[src/rtl/frc_cfg.svh]
`ifndef FRC_CFG_SVH
`define FRC_CFG_SVH

`define FRC_AW        9
`define FRC_OFS_STAT  9'h1b2
`define FRC_OFS_CTL0  9'h1b4
`define FRC_OFS_CTL1  9'h1b5

`define FRC_CTL0_RST  8'h00
`define FRC_CTL1_RST  8'h00
`define FRC_ZERO8     8'h00

`define FRC_B_RDYI    0
`define FRC_B_AERI    1
`define FRC_B_LOCK    2
`define FRC_B_PERR    4
`define FRC_B_EERR    5
`define FRC_B_SUSP    6
`define FRC_B_RDY     7

`define FRC_B_REN     1
`define FRC_B_HOLD    2
`define FRC_B_STOP    3
`define FRC_B_SRST    4
`define FRC_B_ERIE    5
`define FRC_B_AEIE    6
`define FRC_B_RDIE    7

`define FRC_B_LKD     3
`define FRC_B_INH     4
`define FRC_NDF       4

`endif

[src/rtl/frc_pkg.sv]
package frc_pkg;

  // Command offered by the software-command decoder
  typedef struct packed {
    logic       req;
    logic       erase;
    logic [2:0] blk;
  } frc_cmd_t;

  // Status and events from the flash core
  typedef struct packed {
    logic busy;
    logic suspended;
    logic lockData;
    logic progDone;
    logic eraseDone;
    logic progErr;
    logic eraseErr;
    logic cmdErr;
  } frc_core_t;

  typedef enum logic [2:0] {
    FRC_IDLE = 3'b001,
    FRC_ARM  = 3'b010,
    FRC_DONE = 3'b100
  } frc_seq_t;

endpackage

[src/rtl/flash_rewrite_control.sv]
// Strobed register access was left to the implementer.
`timescale 1ns/1ps
`include "frc_cfg.svh"

module flash_rewrite_control
  import frc_pkg::*;
(
  input  wire logic             ref_clk,
  input  wire logic             resetn,
  input  wire logic             clkEn,
  input  wire logic [`FRC_AW-1:0] busAddr,
  input  wire logic [7:0]       busWdata,
  input  wire logic             busWr,
  input  wire logic             busRd,
  output logic      [7:0]       busRdata,
  input  wire frc_cmd_t         cmdIn,
  output logic                  cmdAccept,
  output logic                  cmdDrop,
  input  wire frc_core_t        core,
  input  wire logic             statusClear,
  input  wire logic             accessHit,
  input  wire logic             sleepReq,
  output logic                  seqReset,
  output logic                  flashStop,
  output logic                  romReadAllow,
  output logic                  flashPowerOff,
  output logic                  cpuHoldMode,
  output logic                  lockBypass,
  output logic                  errIrq,
  output logic                  accessIrq,
  output logic                  readyIrq
);

  logic       rstSync1_r;
  logic       rstSync2_r;
  logic       rstn;

  // Control 0 fields
  logic       rewriteEn_r;
  logic       holdSel_r;
  logic       stopBit_r;
  logic       errIe_r;
  logic       accIe_r;
  logic       rdyIe_r;

  // Control 1 fields
  logic       lockDis_r;
  logic [`FRC_NDF-1:0] inhibit_r;

  // Status flags
  logic       progErr_r;
  logic       eraseErr_r;
  logic       rdyReq_r;
  logic       accReq_r;
  logic       busyD_r;
  logic       suspD_r;
  logic       seqReset_r;
  logic       errIrq_r;

  // Previous write, for the zero-then-one unlock
  logic       lastWrValid_r;
  logic [`FRC_AW-1:0] lastWrAddr_r;
  logic [7:0] lastWrData_r;

  frc_seq_t   rstSeq_r;
  frc_seq_t   rstSeq_nxt;

  logic       wrCtl0;
  logic       wrCtl1;
  logic       wrStat;
  logic       stopEff;
  logic       readyRise;
  logic       suspRise;
  logic       anyErr;
  logic       srstHit;
  logic       lockClr;
  logic [7:0] statusByte;
  logic [7:0] ctl0Byte;
  logic [7:0] ctl1Byte;

  // True when bit b of this write goes to pol right after a write of the opposite value to the same address
  function automatic logic armedFlip(
    input logic [`FRC_AW-1:0] a,
    input logic [7:0]         d,
    input int                 b,
    input logic               pol,
    input logic               v,
    input logic [`FRC_AW-1:0] pa,
    input logic [7:0]         pd
  );
    armedFlip = (d[b] == pol) && v && (pa == a) && (pd[b] != pol);
  endfunction

  // Reset release through two flops
  always_ff @(posedge ref_clk or negedge resetn) begin
    if (!resetn) begin
      rstSync1_r <= 1'b0;
      rstSync2_r <= 1'b0;
    end else begin
      rstSync1_r <= 1'b1;
      rstSync2_r <= rstSync1_r;
    end
  end

  assign rstn = rstSync2_r;

  assign wrCtl0 = busWr && (busAddr == `FRC_OFS_CTL0);
  assign wrCtl1 = busWr && (busAddr == `FRC_OFS_CTL1);
  assign wrStat = busWr && (busAddr == `FRC_OFS_STAT);

  assign stopEff   = stopBit_r && rewriteEn_r;
  assign readyRise = busyD_r && !core.busy;
  assign suspRise  = core.suspended && !suspD_r;
  assign anyErr    = core.progErr || core.eraseErr || core.cmdErr;

  // Forced reset only counts in rewrite mode while busy
  assign srstHit = wrCtl0 && busWdata[`FRC_B_SRST] && rewriteEn_r && core.busy;

  assign lockClr = core.progDone || core.eraseDone || core.cmdErr
                || suspRise || !rewriteEn_r || stopEff || srstHit;

  // Previous-write tracker; any other write breaks the pair
  always_ff @(posedge ref_clk or negedge rstn) begin
    if (!rstn) begin
      lastWrValid_r <= 1'b0;
      lastWrAddr_r  <= '0;
      lastWrData_r  <= `FRC_ZERO8;
    end else if (clkEn && busWr) begin
      lastWrValid_r <= 1'b1;
      lastWrAddr_r  <= busAddr;
      lastWrData_r  <= busWdata;
    end
  end

  // Control 0
  always_ff @(posedge ref_clk or negedge rstn) begin
    if (!rstn) begin
      rewriteEn_r <= 1'(`FRC_CTL0_RST >> `FRC_B_REN);
      holdSel_r   <= 1'b0;
      stopBit_r   <= 1'b0;
      errIe_r     <= 1'b0;
      accIe_r     <= 1'b0;
      rdyIe_r     <= 1'b0;
    end else if (clkEn && wrCtl0) begin
      // Setting needs a preceding write of zero to the same bit
      if (!busWdata[`FRC_B_REN]) begin
        rewriteEn_r <= 1'b0;
      end else if (armedFlip(busAddr, busWdata, `FRC_B_REN, 1'b1, lastWrValid_r,
                             lastWrAddr_r, lastWrData_r)) begin
        rewriteEn_r <= 1'b1;
      end
      if (!busWdata[`FRC_B_HOLD]) begin
        holdSel_r <= 1'b0;
      end else if (armedFlip(busAddr, busWdata, `FRC_B_HOLD, 1'b1, lastWrValid_r,
                             lastWrAddr_r, lastWrData_r)) begin
        holdSel_r <= 1'b1;
      end
      stopBit_r <= busWdata[`FRC_B_STOP];
      errIe_r   <= busWdata[`FRC_B_ERIE];
      accIe_r   <= busWdata[`FRC_B_AEIE];
      rdyIe_r   <= busWdata[`FRC_B_RDIE];
    end
  end

  // Control 1: lock disable and data-flash inhibits
  always_ff @(posedge ref_clk or negedge rstn) begin
    if (!rstn) begin
      lockDis_r <= 1'b0;
    end else if (clkEn) begin
      if (lockClr) begin
        lockDis_r <= 1'b0;
      end else if (wrCtl1) begin
        if (!busWdata[`FRC_B_LKD]) begin
          lockDis_r <= 1'b0;
        end else if (armedFlip(busAddr, busWdata, `FRC_B_LKD, 1'b1, lastWrValid_r,
                               lastWrAddr_r, lastWrData_r)) begin
          lockDis_r <= 1'b1;
        end
      end
    end
  end

  always_ff @(posedge ref_clk or negedge rstn) begin
    if (!rstn) begin
      inhibit_r <= `FRC_NDF'(`FRC_CTL1_RST >> `FRC_B_INH);
    end else if (clkEn && wrCtl1) begin
      for (int i = 0; i < `FRC_NDF; i++) begin
        // Clearing needs a preceding write of one to the same bit
        if (busWdata[`FRC_B_INH + i]) begin
          inhibit_r[i] <= 1'b1;
        end else if (armedFlip(busAddr, busWdata, `FRC_B_INH + i, 1'b0, lastWrValid_r,
                               lastWrAddr_r, lastWrData_r)) begin
          inhibit_r[i] <= 1'b0;
        end
      end
    end
  end

  // Error flags; a core event beats a clear in the same cycle
  always_ff @(posedge ref_clk or negedge rstn) begin
    if (!rstn) begin
      progErr_r  <= 1'b0;
      eraseErr_r <= 1'b0;
    end else if (clkEn) begin
      if (core.progErr || core.cmdErr) begin
        progErr_r <= 1'b1;
      end else if (statusClear) begin
        progErr_r <= 1'b0;
      end
      if (core.eraseErr || core.cmdErr) begin
        eraseErr_r <= 1'b1;
      end else if (statusClear) begin
        eraseErr_r <= 1'b0;
      end
    end
  end

  // Edge history of busy and suspend
  always_ff @(posedge ref_clk or negedge rstn) begin
    if (!rstn) begin
      busyD_r <= 1'b0;
      suspD_r <= 1'b0;
    end else if (clkEn) begin
      busyD_r <= core.busy;
      suspD_r <= core.suspended;
    end
  end

  // Ready request: hardware sets, software may only clear
  always_ff @(posedge ref_clk or negedge rstn) begin
    if (!rstn) begin
      rdyReq_r <= 1'b0;
    end else if (clkEn) begin
      if (readyRise && rdyIe_r) begin
        rdyReq_r <= 1'b1;
      end else if (wrStat && !busWdata[`FRC_B_RDYI]) begin
        rdyReq_r <= 1'b0;
      end
    end
  end

  // Access-error request
  always_ff @(posedge ref_clk or negedge rstn) begin
    if (!rstn) begin
      accReq_r <= 1'b0;
    end else if (clkEn) begin
      if ((accIe_r && accessHit && core.busy) || (errIe_r && anyErr)) begin
        accReq_r <= 1'b1;
      end else if (statusClear || (wrStat && !busWdata[`FRC_B_AERI])) begin
        accReq_r <= 1'b0;
      end
    end
  end

  // Error interrupt pulse
  always_ff @(posedge ref_clk or negedge rstn) begin
    if (!rstn) begin
      errIrq_r <= 1'b0;
    end else if (clkEn) begin
      errIrq_r <= errIe_r && anyErr;
    end
  end

  // Forced sequence reset: one-cycle pulse to the sequencer
  always_comb begin
    rstSeq_nxt = rstSeq_r;
    case (rstSeq_r)
      FRC_IDLE: begin
        if (srstHit) begin
          rstSeq_nxt = FRC_ARM;
        end
      end
      FRC_ARM: begin
        rstSeq_nxt = FRC_DONE;
      end
      FRC_DONE: begin
        rstSeq_nxt = FRC_IDLE;
      end
      default: begin
        rstSeq_nxt = FRC_IDLE;
      end
    endcase
  end

  always_ff @(posedge ref_clk or negedge rstn) begin
    if (!rstn) begin
      rstSeq_r <= FRC_IDLE;
    end else if (clkEn) begin
      rstSeq_r <= rstSeq_nxt;
    end
  end

  always_ff @(posedge ref_clk or negedge rstn) begin
    if (!rstn) begin
      seqReset_r <= 1'b0;
    end else if (clkEn) begin
      seqReset_r <= (rstSeq_nxt == FRC_ARM);
    end
  end

  // Register read views; reserved bits are zero
  always_comb begin
    statusByte                = `FRC_ZERO8;
    statusByte[`FRC_B_RDYI]   = rdyReq_r;
    statusByte[`FRC_B_AERI]   = accReq_r;
    statusByte[`FRC_B_LOCK]   = core.lockData;
    statusByte[`FRC_B_PERR]   = progErr_r;
    statusByte[`FRC_B_EERR]   = eraseErr_r;
    statusByte[`FRC_B_SUSP]   = core.suspended;
    statusByte[`FRC_B_RDY]    = !core.busy;
  end

  always_comb begin
    ctl0Byte               = `FRC_ZERO8;
    ctl0Byte[`FRC_B_REN]   = rewriteEn_r;
    ctl0Byte[`FRC_B_HOLD]  = holdSel_r;
    ctl0Byte[`FRC_B_STOP]  = stopBit_r;
    ctl0Byte[`FRC_B_ERIE]  = errIe_r;
    ctl0Byte[`FRC_B_AEIE]  = accIe_r;
    ctl0Byte[`FRC_B_RDIE]  = rdyIe_r;
  end

  always_comb begin
    ctl1Byte = `FRC_ZERO8;
    ctl1Byte[`FRC_B_LKD] = lockDis_r;
    ctl1Byte[`FRC_B_INH +: `FRC_NDF] = inhibit_r;
  end

  // Read data stands in the cycle after the strobe only
  always_ff @(posedge ref_clk or negedge rstn) begin
    if (!rstn) begin
      busRdata <= `FRC_ZERO8;
    end else if (clkEn) begin
      if (busRd) begin
        case (busAddr)
          `FRC_OFS_STAT: busRdata <= statusByte;
          `FRC_OFS_CTL0: busRdata <= ctl0Byte;
          `FRC_OFS_CTL1: busRdata <= ctl1Byte;
          default:       busRdata <= `FRC_ZERO8;
        endcase
      end else begin
        busRdata <= `FRC_ZERO8;
      end
    end
  end

  // Command gate; inhibited data-flash blocks drop without error
  always_comb begin
    cmdAccept = 1'b0;
    cmdDrop   = 1'b0;
    if (cmdIn.req) begin
      if (!rewriteEn_r || stopEff) begin
        cmdDrop = 1'b1;
      end else if (cmdIn.blk < 3'(`FRC_NDF) && inhibit_r[cmdIn.blk[1:0]]) begin
        cmdDrop = 1'b1;
      end else begin
        cmdAccept = 1'b1;
      end
    end
  end

  assign seqReset     = seqReset_r;
  assign flashStop    = stopEff;
  // Sequence reset does not fence reads, only the stop bit in rewrite mode does
  assign romReadAllow = !stopEff;
  assign flashPowerOff = stopEff || (sleepReq && !rewriteEn_r);
  assign cpuHoldMode  = rewriteEn_r && holdSel_r;
  assign lockBypass   = lockDis_r;
  assign errIrq       = errIrq_r;
  assign accessIrq    = accReq_r;
  assign readyIrq     = rdyReq_r;

endmodule

[config.mk]
export PLATFORM = sky130hd
export DESIGN_NAME = flash_rewrite_control
export DESIGN_NICKNAME = d
export VERILOG_FILES = /design/src/rtl/frc_pkg.sv /design/src/rtl/flash_rewrite_control.sv
export VERILOG_INCLUDE_DIRS = /design/src /design/src/rtl
export SDC_FILE = /design/constraint.sdc
export NUM_CORES = 1
export LEC_CHECK = 0
export ABC_AREA = 1
export BUFFER_PORTS_ARGS = -buffer_cell sky130_fd_sc_hd__buf_2
export CORE_ASPECT_RATIO = 0.6
export CORE_MARGIN = 10
export CORE_UTILIZATION = 40
export CTS_BUF_LIST = sky130_fd_sc_hd__clkbuf_8
export DETAILED_ROUTE_END_ITERATION = 12
export PLACE_DENSITY = 0.65
export SETUP_SLACK_MARGIN = 0.3
export SYNTH_ARGS = -nofsm -noshare
export SYNTH_HDL_FRONTEND = slang
export SYNTH_SLANG_ARGS = --single-unit
[constraint.sdc]
create_clock -name ref_clk -period 4.3 [get_ports ref_clk]
set_input_delay 0.86 -clock ref_clk [delete_from_list [all_inputs] [get_ports ref_clk]]
set_output_delay 0.86 -clock ref_clk [all_outputs]
set_load 0.03 [all_outputs]
# After elaboration in Yosys (flattened, before gate mapping)
# Index checks and enable logic that the tools add are counted.
# word_totals
regBits,50
in_bits,38
out_inout_bits,19
# classes
magnitude_cmp,2
n_eq_ne,10
n_mux,35
bitwise_logic,7
reduce_logical,82
# op_table
operator,count
1-bit logical AND,42
1-bit 2-to-1 mux,30
9-bit equality test (second input constant),3
8-bit case mux with 3 select lines,1
2-bit AND reduction,10
2-bit nonzero test,9
1-bit logical OR,14
9-bit equality test,1
8-bit 2-to-1 mux,1
1-bit NOT,7
3-bit by 2-bit equality test with 1-bit output (second input constant),2
1-bit zero test,6
3-bit case mux with 2 select lines,1
2-bit by 1-bit != test with 1-bit output (second input constant),2
3-bit by 1-bit equality test with 1-bit output (second input constant),1
2-bit by 3-bit < comparator with 1-bit output (second input constant),1
3-bit < comparator (second input constant),1
3-bit 2-to-1 mux,1
3-bit by 1-bit != test with 1-bit output (second input constant),1
3-bit AND reduction,1
1-bit binary-select mux with 2-bit select,1

# Logic depth before layout (Yosys ltp)
# depth
word_depth,8
ltp_mapped,10

# Worst setup path after synthesis
# Ideal clock, no wire load.
# synth_path
path_type,input -> output
start,input port cmdIn[0] (netlist bit)
end,output port cmdDrop
t_arrival_ns,1.614
slack_ns,1.826
cell_stages,3
n_path_buf,0
path_cell_list,o211ai_1 > nand3b_1 > a21oi_1
# synth_via
elab_chain_cells,6
elab_cells_between_ends,7
classes_between,order compare: 1; mux: 5; reduce/logical: 1
# synth_lines
item,line,source
"start, declared",flash_rewrite_control.sv:16,"input wire frc_cmd_t cmdIn,"
1-bit binary-select mux with 2-bit select,flash_rewrite_control.sv:354,end else if (cmdIn.blk < 3'(`FRC_NDF) && inhibit_r[cmdIn.blk[1:0]]) begin
1-bit 2-to-1 mux (not written as such),flash_rewrite_control.sv:354,
1-bit logical AND *,flash_rewrite_control.sv:354,
1-bit 2-to-1 mux *,flash_rewrite_control.sv:354,
1-bit 2-to-1 mux *,flash_rewrite_control.sv:352,if (!rewriteEn_r || stopEff) begin
1-bit 2-to-1 mux *,flash_rewrite_control.sv:351,if (cmdIn.req) begin
"end, declared",flash_rewrite_control.sv:18,"output logic cmdDrop,"
# Every way passes the cells marked *; elsewhere a longest branch is shown, timed or not. The select of a mux whose other input is x is not followed.

# Worst setup path after layout
# layout_path
start,input port cmdIn[0] (netlist bit)
end,output port cmdAccept
# layout_via
elab_chain_cells,6
elab_cells_between_ends,7
classes_between,order compare: 1; mux: 5; reduce/logical: 1
# layout_lines
item,line,source
1-bit binary-select mux with 2-bit select,flash_rewrite_control.sv:354,
1-bit 2-to-1 mux (not written as such),flash_rewrite_control.sv:354,
1-bit logical AND *,flash_rewrite_control.sv:354,
1-bit 2-to-1 mux *,flash_rewrite_control.sv:354,
1-bit 2-to-1 mux *,flash_rewrite_control.sv:352,
1-bit 2-to-1 mux *,flash_rewrite_control.sv:351,
"end, declared",flash_rewrite_control.sv:17,"output logic cmdAccept,"
# Marked as above.

==> summary.md <==
| Metric | Value |
|---|---|
| Share of power burned in the clock network | `between 30% and 40%` |
| # port buffers | `55` |
| Pin count of the biggest net entering global routing | `between 40 and 50` |
| Clock Latency Late Sink | `300 ps` |
| Number of enable flip-flop cells after synthesis | `0` |
| Worst voltage drop across the vdd grid | `between 200 and 250 uV` |
| TNS Setup | `0 ps` |
| Synthesized area per cell | `about 8 um2` |
| Core Area | `around 5700 um2` |
| Antenna Violating Nets Remaining | `0` |
| Top cells by instance count after synthesis | `nand2_1, dfrtp_1, inv_1` |
| Count of maximum capacitance violations | `0` |
| Worst setup skew after layout | `roughly 4.8 ps` |
| Number of rows in the core area | `21` |
| Power density over the cells | `about 330 nW/um2` |
| Post-CTS setup buffer count | `0` |
| Setup violations, final | `0` |
| Via count of the first global-routing pass | `2090` |
| WL per Instance | `about 14 um` |
| Clock slew seen by the registers of the worst setup and hold paths | `90 ps` |
| Chip height | `approximately 80 um` |
| Switching part of the total | `around a quarter` |
| Clock Tree Buf Depth | `2` |
| First-pass GRT wire length | `10.5 mm` |
| Top cells by area, synth | `dfrtp_1, nand2_1, o21ai_0, inv_1, nand3_1` |
| Pre-antenna DRT Iters | `4` |
| Antenna violations before repair | `0` |
| Sequential cell area | `1230 um2` |
| Most common cell in the netlist | `nand2_1` |
| Share of power burned in combinational logic | `~11%` |
| Ratio of routed vias to standard cells | `~4.9` |
| Crit share post-route | `around 58%` |
| Fraction of final layout cells sized beyond drive strength 1 | `21.0%` |
| Number of fill cells in the layout | `approximately 600` |
| Crit path required time | `approximately 3400 ps` |
| Final Hold Viols | `0` |
| Cts bufs inserted | `5` |
| Crit-path max FO | `4` |
| Post-CTS Hold Fix Bufs | `0` |
| Reg2Reg Launch Point | `rewriteEn_r` |
| Final nets | `a little over 400` |
| Final routed DRC violation total | `0` |
| Main synth FF type | `dfrtp_1` |
| Maximum operating frequency | `around 0.4 GHz` |
| CP arrival | `around 1600 ps` |
| P&R area growth vs syn | `19.5%` |
| Number of instances in the synthesized netlist | `between 300 and 400` |
| Total number of vias | `2172` |
| Worst setup startpoint | `cmdIn[0]` |
| Leakage | `roughly 1.6 nW` |
| Final RePlAce weighted congestion | `between 0.8 and 0.9` |
| Yosys warns | `0` |
| Worst Tran Pin Value | `around 1100 ps` |
| H-tree Lvls | `2` |
| Antenna diode instance count | `0` |
| GR Overflow Total | `0` |
| Sink Count | `around 50` |
| Shortest period the worst path allows | `approximately 2500 ps` |
| Final std cell area, no fill | `between 2000 and 3000 um2` |
| Fraction of the yosys area taken by sequential cells | `about half` |
| Post-Synthesis Cell Area | `around 2400 um2` |
| CTS tree | `built` |
| Post-synthesis async set-or-reset flop share | `100%` |
| Total detailed-routing wirelength | `~6.4 mm` |
| HPWL after detailed placement | `slightly above 5 mm` |
| Unique masters post-synth | `29` |
| Net switching component of the power | `around 0.00024 W` |
| Count of pins over their slew limit | `0` |
| Number of DRC violations after detailed-routing iteration 0 | `approximately 160` |
| RSZ-0062 raised after global routing | `no` |
| Hold WC Path Type | `primary input to async pin` |
| Outcome | `complete, no violations` |
| Sort of element at the start of the critical path | `primary input` |
| Reg2Reg Depth | `8` |
| Starting density of the core | `between 40% and 50%` |
| I/O pin count | `57` |
| All-Layer GR Usage | `13.3%` |
| Post-synthesis sequential element count | `49` |
| Top cell type by total area after synthesis | `dfrtp_1` |
| Power consumption | `0.000959 W` |
| CP Class | `primary input to output port` |
| Kind of end point of the critical path | `output port` |
| Area taken by multi-input logic gates | `1040 um2` |
| Power share of the sequential group | `between 50% and 60%` |
| Post-layout util | `between 50% and 60%` |
| Max_slew headroom | `29.7%` |
| Horizontal die dimension | `around 120 um` |
| Post-synthesis net count | `approximately 350` |
| Number of gates given a new drive strength after cts | `0` |
| Cell at the root of the clock tree | `clkbuf_8` |
| Internal portion of total power | `roughly 0.0007 W` |
| Share of Yosys cell area claimed by the top area cell type | `49.5%` |
| Instance area at placement | `between 2000 and 3000 um2` |
| Die Outline Area | `a little under 10000 um2` |
-- area by class of cell --
class	count	share of cell area [%]
Timing Repair Buffer	55	9.48
Inverter	39	5.04
Clock inverter	2	1.16
Multi-Input combinational cell	215	35.7
Tap cell	80	3.45
Clock buffer	6	2.84
Sequential cell	49	42.3
-- metrics by stage --
stage | instances | hold WS, ps | setup WS [ps]
after floorplan | 308 | 331 | 1830
after global placement | 438 | 333 | 1690
after detailed placement | 438 | 339 | 1680
after CTS | 446 | 318 | 1800
after global routing | 446 | 308 | 1610
final | 446 | 326 | 1800
-- state kept, by name (all words and copies together), names as in the netlist, 3 cells and up --
| register | cells |
|---|---|
| lastWrAddr_r | 9 |
| lastWrData_r | 7 |
| busRdata | 8 |
| rstSeq_r | 3 |
| inhibit_r | 4 |
-- power groups by stage --
stage | logic, W | clock network (W) | registers, W
3_5_place_dp | 0.000109 | 0 | 0.000519
6_report | 0.000109 | 0.000342 | 0.000509
3_3_place_gp | 0.000107 | 0 | 0.000518
2_1_floorplan | 0.0000679 | 0 | 0.000514
4_1_cts | 0.000109 | 0.000348 | 0.000510
5_1_grt | 0.000125 | 0.000366 | 0.000514
-- critical path: stages --
cell	delay [ps]
buf_2	120
a21oi_1	120
o21ai_0	80
nand3b_1	110
nand2_1	60
nor2_1	80
buf_2	200
-- per-layer routing --
layer	wire (um)	vias to the layer above	track usage (%)
li1	-	1096	-
met1	3450	997	19.8
met2	2370	74	17.7
met3	568	5	4.40
met4	38	0	2.52
met5	0	-	0
-- path summary, 6_finish.rpt --
kind / endpoint / slack [ps]
setup reg to reg: lockBypass / 2550
hold reg to reg: rstSync2_r / 360
max in group asynchronous: busRdata[2] / 3180
setup / recovery: cmdAccept / 1800
hold / removal: rstSync2_r / 330
min in group ref_clk: rstSync2_r / 360
-- cell families after synthesis --
kind of cell	after synthesis	share of synthesized area [%]
and+or+nand+nor	166	30.7
AOI/OAI and AO/OA	42	9.63
other	1	0.154
DFF	49	50.5
buffers and inverters	44	6.80
xor gates and xnor gates	6	2.16
-- cells in the final DEF, fill, tap and decap left out, types with 2 or more instances in the layout --
cell and n:
nand2_1 108, buf_2 55, dfrtp_1 47, inv_1 37
o21ai_0 28, nor2_1 17, nand3_1 16, nand4_1 11
xnor2_1 6, clkbuf_8 6, o21ai_1 5, a21oi_1 4
inv_2 3, nor3_1 3, nor2_2 2, o31ai_1 2
Power figures use the tool's default switching activity.
